[src/gpio_pkg.sv]
package gpio_pkg;

  // ****************************************
  // register map (byte addresses)
  // ****************************************
  localparam logic [15:0] bidir_port_data_addr      = 16'hffdc;
  localparam logic [15:0] input_port_levels_addr    = 16'hffdd;
  localparam logic [15:0] bidir_port_direction_addr = 16'hffec;
  localparam logic [15:0] addr_mask                 = 16'hffff;

  // ****************************************
  // fields and reset values
  // ****************************************
  localparam int unsigned bidir_width  = 5;
  localparam int unsigned input_width  = 8;
  localparam int unsigned chan_width   = 4;
  localparam logic [7:0]  data_reset   = 8'hc0;
  localparam logic [7:0]  dir_reset    = 8'hc0;
  localparam logic [7:0]  dir_readback = 8'hff;
  localparam logic [1:0]  data_top_ones = 2'h3;
  localparam logic        data_bit5    = 1'b0;

  // ****************************************
  // power modes
  // ****************************************
  typedef enum logic [2:0] {
    mode_run   = 3'h1,
    mode_hold  = 3'h2,
    mode_hiz   = 3'h4
  } pin_mode_t;

  typedef struct packed {
    logic [bidir_width-1:0] out;
    logic [bidir_width-1:0] oe_n;
  } bidir_drive_t;

  localparam logic [1:0] htrans_nonseq = 2'h2;

endpackage

[src/gpio_bidir_bit.sv]
`timescale 1ns/1ps
module gpio_bidir_bit
  import gpio_pkg::*;
(
  input  wire logic       hclk,
  input  wire logic       hresetn,
  input  wire logic       dir,
  input  wire logic       latch,
  input  wire logic       pin_in,
  input  wire pin_mode_t  mode,
  output logic            pin_out,
  output logic            pin_oe_n,
  output logic            rd_bit
);

  logic drive_d;

  assign drive_d = dir & (mode == mode_run);

  always_ff @(posedge hclk or negedge hresetn) begin
    if (!hresetn) begin
      pin_out  <= 1'b0;
      pin_oe_n <= 1'b1;
    end else if (mode != mode_hold) begin
      pin_out  <= latch;
      pin_oe_n <= ~drive_d;
    end
  end

  assign rd_bit = dir ? latch : pin_in;

endmodule

[src/gpio_port9b.sv]
// Implementation choice: the AHB-Lite interface to the registers.
`timescale 1ns/1ps
module gpio_port9b
  import gpio_pkg::*;
#(
  parameter bit flash_variant = 1'b0
)
(
  input  wire logic                   hclk,
  input  wire logic                   hresetn,
  input  wire logic                   hsel,
  input  wire logic [31:0]            haddr,
  input  wire logic [1:0]             htrans,
  input  wire logic                   hwrite,
  input  wire logic [2:0]             hsize,
  input  wire logic [31:0]            hwdata,
  input  wire logic                   hready,
  output logic      [31:0]            hrdata,
  output logic                        hreadyout,
  output logic                        hresp,
  input  wire logic [bidir_width-1:0] bidir_pin_in,
  output logic      [bidir_width-1:0] bidir_pin_out,
  output logic      [bidir_width-1:0] bidir_pin_oe_n,
  input  wire logic [input_width-1:0] input_pin,
  input  wire logic                   analog_select_valid,
  input  wire logic [chan_width-1:0]  converter_channel_select,
  input  wire pin_mode_t              power_mode
);
  import gpio_pkg::*;

  // ****************************************
  // bus address phase capture
  // ****************************************
  logic        wr_pend_q;
  logic [15:0] addr_q;
  logic [7:0]  data_q;
  logic [7:0]  dir_q;
  logic [31:0] hrdata_q;
  logic [7:0]  data_d;
  logic [7:0]  dir_d;

  wire        req_valid = hsel & hready & htrans[1];
  wire [15:0] req_addr  = haddr[15:0] & addr_mask;
  wire        hit_data  = wr_pend_q & (addr_q == bidir_port_data_addr);
  wire        hit_dir   = wr_pend_q & (addr_q == bidir_port_direction_addr);

  always_ff @(posedge hclk or negedge hresetn) begin
    if (!hresetn) begin
      wr_pend_q <= 1'b0;
      addr_q    <= 16'h0000;
    end else begin
      wr_pend_q <= req_valid & hwrite;
      addr_q    <= req_addr;
    end
  end

  // ****************************************
  // registers
  // ****************************************
  wire [4:0] wr_bits = hwdata[4:0] & {4'hf, ~flash_variant};

  assign data_d = hit_data ? {data_top_ones, data_bit5, wr_bits} : data_q;
  assign dir_d  = hit_dir ? {data_top_ones, 1'b0, hwdata[4:0]} : dir_q;

  always_ff @(posedge hclk or negedge hresetn) begin
    if (!hresetn) begin
      data_q <= data_reset;
      dir_q  <= dir_reset;
    end else begin
      data_q <= data_d;
      dir_q  <= dir_d;
    end
  end

  // ****************************************
  // pin drivers
  // ****************************************
  logic [bidir_width-1:0] rd_bits;

  genvar i;
  generate
    for (i = 0; i < bidir_width; i++) begin : g_bit
      gpio_bidir_bit u_bit (
        .hclk     (hclk),
        .hresetn  (hresetn),
        .dir      (dir_q[i] & ~(flash_variant && i == 0)),
        .latch    (data_q[i]),
        .pin_in   (bidir_pin_in[i]),
        .mode     (power_mode),
        .pin_out  (bidir_pin_out[i]),
        .pin_oe_n (bidir_pin_oe_n[i]),
        .rd_bit   (rd_bits[i])
      );
    end
  endgenerate

  // ****************************************
  // read path
  // ****************************************
  logic [input_width-1:0] chan_mask;
  always_comb begin
    chan_mask = '0;
    if (analog_select_valid && converter_channel_select < chan_width'(input_width))
      chan_mask[converter_channel_select[2:0]] = 1'b1;
  end

  wire [4:0] bidir_rd = {rd_bits[4:1], rd_bits[0] & ~flash_variant};
  wire [7:0] port_rd  = {data_top_ones, data_bit5, bidir_rd};
  wire [7:0] in_rd    = input_pin & ~chan_mask;
  wire       rd_req   = req_valid & ~hwrite;

  // ****************************************
  // read address decode
  // ****************************************
  logic [7:0] rd_sel;
  logic       rd_mapped;

  always_comb begin
    rd_sel    = 8'h00;
    rd_mapped = 1'b1;
    if (req_addr == bidir_port_data_addr) begin
      rd_sel = port_rd;
    end else if (req_addr == input_port_levels_addr) begin
      rd_sel = in_rd;
    end else if (req_addr == bidir_port_direction_addr) begin
      rd_sel = dir_readback;
    end else begin
      rd_mapped = 1'b0;
    end
  end

  always_ff @(posedge hclk or negedge hresetn) begin
    if (!hresetn) begin
      hrdata_q <= 32'h00000000;
    end else if (rd_req) begin
      hrdata_q <= {24'h000000, rd_sel};
    end
  end

  // ****************************************
  // bus response
  // ****************************************
  logic hreadyout_q;
  logic hresp_q;

  // zero wait states and always okay, both held in flops
  always_ff @(posedge hclk or negedge hresetn) begin
    if (!hresetn) begin
      hreadyout_q <= 1'b1;
      hresp_q     <= 1'b0;
    end else begin
      hreadyout_q <= 1'b1;
      hresp_q     <= 1'b0;
    end
  end

  assign hrdata    = hrdata_q;
  assign hreadyout = hreadyout_q;
  assign hresp     = hresp_q;
endmodule

[config.mk]
export PLATFORM = sky130hd
export DESIGN_NAME = gpio_port9b
export DESIGN_NICKNAME = d
export VERILOG_FILES = /design/src/gpio_pkg.sv /design/src/gpio_bidir_bit.sv /design/src/gpio_port9b.sv
export SDC_FILE = /design/constraint.sdc
export NUM_CORES = 1
export LEC_CHECK = 0
export BUFFER_PORTS_ARGS = -buffer_cell sky130_fd_sc_hd__buf_2
export CORE_AREA = 2 2 96 98
export DETAILED_ROUTE_END_ITERATION = 16
export DIE_AREA = 0 0 98 100
export HOLD_SLACK_MARGIN = 0.15
export SLEW_MARGIN = 5
export SYNTH_ARGS = -nofsm -noshare
export SYNTH_HDL_FRONTEND = slang
export SYNTH_HIERARCHICAL = 1
export SYNTH_SLANG_ARGS = --single-unit
[constraint.sdc]
create_clock -name hclk -period 1.68 [get_ports hclk]
set_clock_uncertainty 0.15 [all_clocks]
set_input_delay 0.084 -clock hclk [delete_from_list [all_inputs] [get_ports hclk]]
set_output_delay 0.084 -clock hclk [all_outputs]
set_load 0.03 [all_outputs]
==> results of run 1 <==
[flip-flops by register name, summed over array words and instances, names as in the netlist]
| register | flops |
|---|---|
| addr_q | 16 |
| hrdata | 8 |
| data_q | 5 |
| dir_q | 5 |
| g_bit.u_bit/pin_oe_n | 5 |
| g_bit.u_bit/pin_out | 5 |
| wr_pend_q | 1 |
[worst min-delay path: cells and delay by family]
kind | cells | cell delay (ns)
buf+inv | 1 | 0.14
mux | 1 | 0.21
simple gates | 1 | 0.14
[cell usage after synthesis]
cell and count:
dfrtp_1 40, buf_4 26, mux2_2 20, nand3_1 9, nand3b_1 9, nor2_1 8
nor3b_1 6, or3b_1 6, a211oi_2 5, a21o_1 5, dfstp_2 5, nor3_1 5
nand4_1 4, o311ai_0 4, a21oi_1 2, conb_1 2, inv_1 2, a31oi_1 1
and4_1 1, and4b_1 1, buf_2 1, clkbuf_1 1, nand2b_1 1, nand4b_1 1
nand4b_4 1, nand4bb_1 1, nor4_1 1, nor4_2 1, o21a_1 1, or4_1 1
xnor2_1 1
[cell type report]
class                      count  area [um^2]  area share
clock buffer                   5         68.8      0.0216
clock inverter                 3         17.5     0.00549
inverter                       2         7.51     0.00235
timing repair buffer         124          900       0.282
tap                          111          139      0.0435
multi-input combinational    121          925       0.290
sequential                    45         1130       0.355
[per-layer routing]
layer  GRT usage  vias up
li1            -      823
met2       0.195       54
met5           0        -
met4      0.0321        0
met1       0.131      798
met3      0.0230        5
[cells in the final DEF (no fill, tap or decap), drive strengths merged, types with 4 or more instances in the layout]
cell | netlist | layout
a211oi | 5 | 5
a21o | 5 | 5
buf | 27 | 77
clkbuf | 1 | 5
conb | 2 | 26
dfrtp | 40 | 40
dfstp | 5 | 5
dlygate4sd3 | 0 | 47
mux2 | 20 | 20
nand3 | 9 | 9
nand3b | 9 | 9
nand4 | 4 | 4
nor2 | 8 | 8
nor3 | 5 | 5
nor3b | 6 | 6
o311ai | 4 | 4
or3b | 6 | 6
[stage by stage]
step | setup TNS [ns] | cell area, um^2 | setup WS [ns] | power, mW
global placement | -1.45 | 2560 | -0.134 | 1.70
global route | -1.00 | 3190 | -0.111 | 2.56
finish | 0 | 3190 | 0.00748 | 2.44
floorplan | 0 | 2220 | 0.0525 | 1.56
detailed placement | -1.64 | 2560 | -0.145 | 1.71
CTS | 0 | 3110 | 0.00128 | 2.45
[logic make-up (layout without fill, tap and decap cells)]
family	Yosys count	in the layout
simple gates	56	56
flops	45	45
other cells	2	26
compound gates	18	18
mux	20	20
xor+xnor	1	1
buf+inv	30	134
[worst max-delay path by stage]
| stage | endpoint | slack, ns | start | depth (start not counted) |
|---|---|---|---|---|
| final | data_q[2] | 0.007 | addr_q[9] | 6 |
| after detailed placement | data_q[2] | -0.15 | addr_q[1] | 6 |
| after global routing | data_q[2] | -0.11 | addr_q[9] | 6 |
| after CTS | data_q[2] | 0.001 | addr_q[10] | 6 |
| after global placement | data_q[1] | -0.13 | addr_q[1] | 6 |
| after floorplan | dir_q[0] | 0.05 | addr_q[0] | 4 |
[report_power, final]
group,leakage (nW),internal (mW),switching (mW)
clock network,0.0439,0.288,0.373
registers,0.523,1.17,0.0455
logic,0.811,0.231,0.332
[what timing repair did]
item / in CTS / in global routing
buffers inserted: 0 / 1
resized for setup: 3 / 9
endpoints found under the setup margin: 10 / 12
hold buffers: 45 / 3
hold endpoints to repair: 87 / 1
pin swaps: 1 / 8
==> impl_metrics.env, run 1 <==
export IMPL_syn_inst=172
export IMPL_cts_root_buf="clkbuf_8"
export IMPL_drv_cap=0
export IMPL_start_util=0.240
export IMPL_cts_buffers=5
export IMPL_netlist_area_mm2=0.00213
export IMPL_synth_top_family_by_area="simple AND/OR/NAND/NOR gates"
export IMPL_met3WireLength_um=241
export IMPL_ys_seq_elements=45
export IMPL_peakVddDrop_uv=355
export IMPL_yosys_top_cells_area="dfrtp_1 47%, mux2_2 11%, buf_4 9.2%, dfstp_2 6.2%, nand3b_1 3.2%"
export IMPL_holdWs_ns=0.163
export IMPL_yosysSeqAreaShare=0.532
export IMPL_dp_hpwl_um=3580
export IMPL_wl_per_cell_um=12.6
export IMPL_dr_wl_met2_um=2610
export IMPL_antenna_found_initial=0
export IMPL_post_route_period_util=0.996
export IMPL_critPathKind="flip-flop to flip-flop"
export IMPL_area_delta_synth_final_pct=49.8
export IMPL_worstMarginPinSlew_ns=0.579
export IMPL_r2r_end="data_q[2]"
export IMPL_cts_tree="built"
export IMPL_grt_use_total=0.109
export IMPL_crit_slowest_cell="dfrtp_1"
export IMPL_power_leakage_nw=1.38
export IMPL_path_cells="nand4_1, nor4_4, buf_4, nand3b_1, buf_6, mux2_2"
export IMPL_wl_um=5190
export IMPL_pin_count=139
export IMPL_yosysUniqueCellTypes=31
export IMPL_placed_cells=355
export IMPL_synth_top_cell_area_share=0.470
export IMPL_h_tree_depth=2
export IMPL_coreArea_mm2=0.00889
export IMPL_crit_buf_inv=2
export IMPL_slew_violations=0
export IMPL_cpLargestDelayFamily="simple AND/OR/NAND/NOR gates"
export IMPL_slowest_delay_ns=0.33
export IMPL_synth_xor_area_share=0.00411
export IMPL_reg2reg_setup_slack_ns=0.007
export IMPL_drive_gt1_frac=0.400
export IMPL_r2r_start="addr_q[9]"
export IMPL_fp_dieW_um=98
export IMPL_cp_arrival_ns=1.70
export IMPL_slew_headroom=0.614
export IMPL_vias=1680
export IMPL_grt_pass1_wl_um=8440
export IMPL_cp_required_ns=1.71
export IMPL_finalHoldViolCount=0
export IMPL_grt_pass1_vias=1765
export IMPL_n_antenna_cell=0
export IMPL_wl_met1_um=2270
export IMPL_max_freq_mhz=598
export IMPL_start_kind="flip-flop"
export IMPL_postRouteAntennaNets=0
export IMPL_p_per_area_mw_per_mm2=764
export IMPL_crit_path_max_fanout=5
export IMPL_grt_max_degree=46
export IMPL_via_per_inst=4.09
export IMPL_finish_utilization=0.359
export IMPL_clkTransAtPathRegs_ns=0.09
export IMPL_gp_congestion=0.753
export IMPL_worstHoldStart="power_mode[1]"
export IMPL_drt_pre_antenna_iters=3
export IMPL_synth_top_cell_by_area="dfrtp_1"
export IMPL_rsz0062_at_grt="yes"
export IMPL_rows=35
export IMPL_yosysWarnings=6
export IMPL_finalNetCount=394
export IMPL_hold_end="g_bit[2].u_bit/pin_out"
export IMPL_synthMuxAreaShare=0.106
export IMPL_route_detailed_drc=0
export IMPL_grt_overflow=0
export IMPL_dieArea_mm2=0.00980
export IMPL_syn_area_per_cell_um2=12.4
export IMPL_clock_sinks=45
export IMPL_status="finished clean"
export IMPL_drtIter0Drc=41
export IMPL_synthSimpleGateAreaFrac=0.181
export IMPL_setup_viol=0
export IMPL_portBuffers=65
export IMPL_hold_depth=3
export IMPL_synth_fa_ha_area_frac=0
export IMPL_top_layer="met4"
export IMPL_insertion_delay_ns=0.29
export IMPL_rr_worst_depth=6
export IMPL_cts_buffer_depth=2
export IMPL_cp_end_kind="flip-flop"
export IMPL_fin_crit_ns=1.67
export IMPL_synth_compound_area_frac=0.0746
export IMPL_final_cells=411
export IMPL_dieHeight_um=100
export IMPL_hp_class="input pin to flip-flop"
export IMPL_nFillCells=886
No activity file was read; power rests on OpenSTA's default activity.
==> inputs of run 2 (changes only) <==
- HOLD_SLACK_MARGIN: 0.15 -> unset
- clock period: 1.68 -> 1.62 ns (I/O delays scaled with it)
==> run 2 against run 1 <==
Net effect:
- the run now ends with negative setup slack left
- sequential share of layout area rose by 2.2 points
- global-route usage decreased by 0.65 points
- maximum frequency increased by 2.7%
- count of clock-buffer cells in the layout rose by 2
- worst setup slack got worse by 0.015 ns
- final cell count decreased by 3.6%
- routed wire length down 6.6%
==> impl_metrics.env, run 2 (synthesis results as in run 1) <==
export IMPL_largest_reg_flops=16
export IMPL_worstMarginPinSlew_ns=0.558
export IMPL_final_cells=396
export IMPL_hold_end="hrdata[6]"
export IMPL_drt_pre_antenna_iters=4
export IMPL_grt_pass1_vias=1623
export IMPL_setup_ws_ns=-0.00793
export IMPL_route_detailed_drc=0
export IMPL_crit_slowest_cell="dfrtp_1"
export IMPL_total_power_mw=2.51
export IMPL_critPathKind="flip-flop to flip-flop"
export IMPL_pre_cts_ws_ns=-0.170
export IMPL_max_freq_mhz=614
export IMPL_n_antenna_cell=0
export IMPL_worstHoldStart="converter_channel_select[1]"
export IMPL_violations="negative setup slack"
export IMPL_fin_crit_ns=1.63
export IMPL_grt_max_degree=46
export IMPL_crit_buf_inv=2
export IMPL_slowest_delay_ns=0.34
export IMPL_r2r_start="addr_q[12]"
export IMPL_power_leakage_nw=1.30
export IMPL_grt_overflow=0
export IMPL_netSwitchingPower_uw=741
export IMPL_status="finished, violations left"
export IMPL_finalHoldViolCount=0
export IMPL_slew_violations=0
export IMPL_h_tree_depth=2
export IMPL_peakVddDrop_uv=343
export IMPL_largest_register="addr_q"
export IMPL_cts_root_buf="clkbuf_8"
export IMPL_gp_congestion=0.834
export IMPL_rsz0062_at_grt="yes"
export IMPL_final_cell_mix="65 x buf_2, 40 x dfrtp_1, 34 x dlygate4sd3_1, 26 x conb_1, 20 x mux2_2"
export IMPL_cp_end_kind="flip-flop"
export IMPL_cts_setup_buffers=0
export IMPL_fin_area_mm2=0.00300
export IMPL_placed_area_mm2=0.00255
export IMPL_cts_buffer_depth=2
export IMPL_final_common_cell="buf_2"
export IMPL_intPower_mw=1.77
export IMPL_grt_use_total=0.102
export IMPL_cp_num_cells=6
export IMPL_nFillCells=917
export IMPL_clock_sinks=45
export IMPL_finalNetCount=379
export IMPL_drive_gt1_frac=0.404
export IMPL_slew_headroom=0.628
export IMPL_rr_worst_depth=6
export IMPL_start_util=0.240
export IMPL_coreArea_mm2=0.00889
export IMPL_portBuffers=65
export IMPL_r2r_end="data_q[0]"
export IMPL_cts_tree="built"
export IMPL_cp_arrival_ns=1.65
export IMPL_dieHeight_um=100
export IMPL_start_kind="flip-flop"
export IMPL_dp_hpwl_um=3620
export IMPL_cts_buffers=5
export IMPL_antenna_found_initial=0
export IMPL_postRouteAntennaNets=0
export IMPL_p_clk_frac=0.281
export IMPL_post_route_period_util=1.00
export IMPL_insertion_delay_ns=0.29
export IMPL_path_cells="nand4_1, nor4_2, buf_4, nand3b_1, buf_6, mux2_2"
export IMPL_drv_cap=0
export IMPL_cpLargestDelayFamily="simple AND/OR/NAND/NOR gates"
export IMPL_drtIter0Drc=39
export IMPL_fp_dieW_um=98
export IMPL_rows=35
export IMPL_via_per_inst=4.13
export IMPL_pin_count=139
export IMPL_area_delta_synth_final_pct=41.0
export IMPL_grt_pass1_wl_um=7850
export IMPL_wl_um=4850
export IMPL_cp_required_ns=1.64
export IMPL_hp_class="input pin to flip-flop"
export IMPL_placed_cells=354
export IMPL_seqPwrFrac=0.500
export IMPL_clkTransAtPathRegs_ns=0.08
export IMPL_hold_depth=4
export IMPL_crit_path_max_fanout=5
export IMPL_reg2reg_setup_slack_ns=-0.008
export IMPL_p_comb_frac=0.219
export IMPL_p_per_area_mw_per_mm2=837
export IMPL_setup_viol=2
export IMPL_vias=1637
export IMPL_dieArea_mm2=0.00980
export IMPL_swShare=0.295
export IMPL_wl_per_cell_um=12.2
-- run 2: cell types whose count changed in the layout (fill, tap and decap cells not counted), sizes merged --
cell / delta
buf: -2
clkinv: -2
clkbuf: +2
dlygate4sd3: -13
-- run 2: per-stage QoR --
| step | hold slack, ns | util | setup TNS [ns] |
|---|---|---|---|
| 2_1_floorplan | -0.365 | - | 0 |
| 4_1_cts | 0.0157 | 0.337 | -0.334 |
| 3_3_place_gp | 0.0431 | 0.287 | -1.87 |
| 5_1_grt | 0.0394 | 0.338 | -0.978 |
| 6_report | 0.0313 | 0.338 | -0.00993 |
| 3_5_place_dp | 0.0562 | 0.287 | -2.21 |
-- run 2: power by group through the flow --
stage               clock network (mW)  logic, mW  registers, mW
detailed placement                   0      0.492           1.28
global placement                     0      0.483           1.28
global route                     0.782      0.595           1.27
floorplan                            0      0.243           1.38
finish                           0.707      0.549           1.26
CTS                              0.734      0.553           1.26
-- run 2: area by class of cell --
| cell class | instances | area (um^2) | area share |
|---|---|---|---|
| Timing Repair Buffer | 109 | 748 | 0.249 |
| Clock buffer | 7 | 86.3 | 0.0288 |
| Inverter | 2 | 7.51 | 0.00250 |
| Sequential cell | 45 | 1130 | 0.377 |
| Tap cell | 111 | 139 | 0.0462 |
| Clock inverter | 1 | 7.51 | 0.00250 |
| Multi-Input combinational cell | 121 | 882 | 0.294 |
-- run 2: worst register-to-register path, cell delays in order, from the launching register on --
cell	delay (ns)
dfrtp_1	0.34
nand4_1	0.12
nor4_2	0.28
buf_4	0.15
nand3b_1	0.09
buf_6	0.14
mux2_2	0.26
-- run 2: per-layer routing --
metal,track usage,wire (um),share of wire,vias to the layer above
met3,0.0265,272,0.056,6
li1,-,-,-,804
met1,0.134,2180,0.45,767
met5,0,0,0,-
met2,0.165,2340,0.48,60
met4,0.0353,61,0.013,0
-- run 2: timing repair --
action                                 in CTS  in global routing
resized for setup                           2                  1
pin swaps                                   2                  1
hold buffers                               34                  0
setup endpoints to repair                  10                 10
endpoints found under the hold margin      80                  0
-- run 2: how the worst max path moves through the flow --
stage,start,end,slack (ns)
finish,addr_q[12],data_q[0],-0.008
global route,addr_q[11],data_q[0],-0.12
CTS,addr_q[9],data_q[0],-0.05
detailed placement,haddr[1],hrdata[5],-0.17
global placement,haddr[1],hrdata[5],-0.12
floorplan,addr_q[0],data_q[0],0.0006
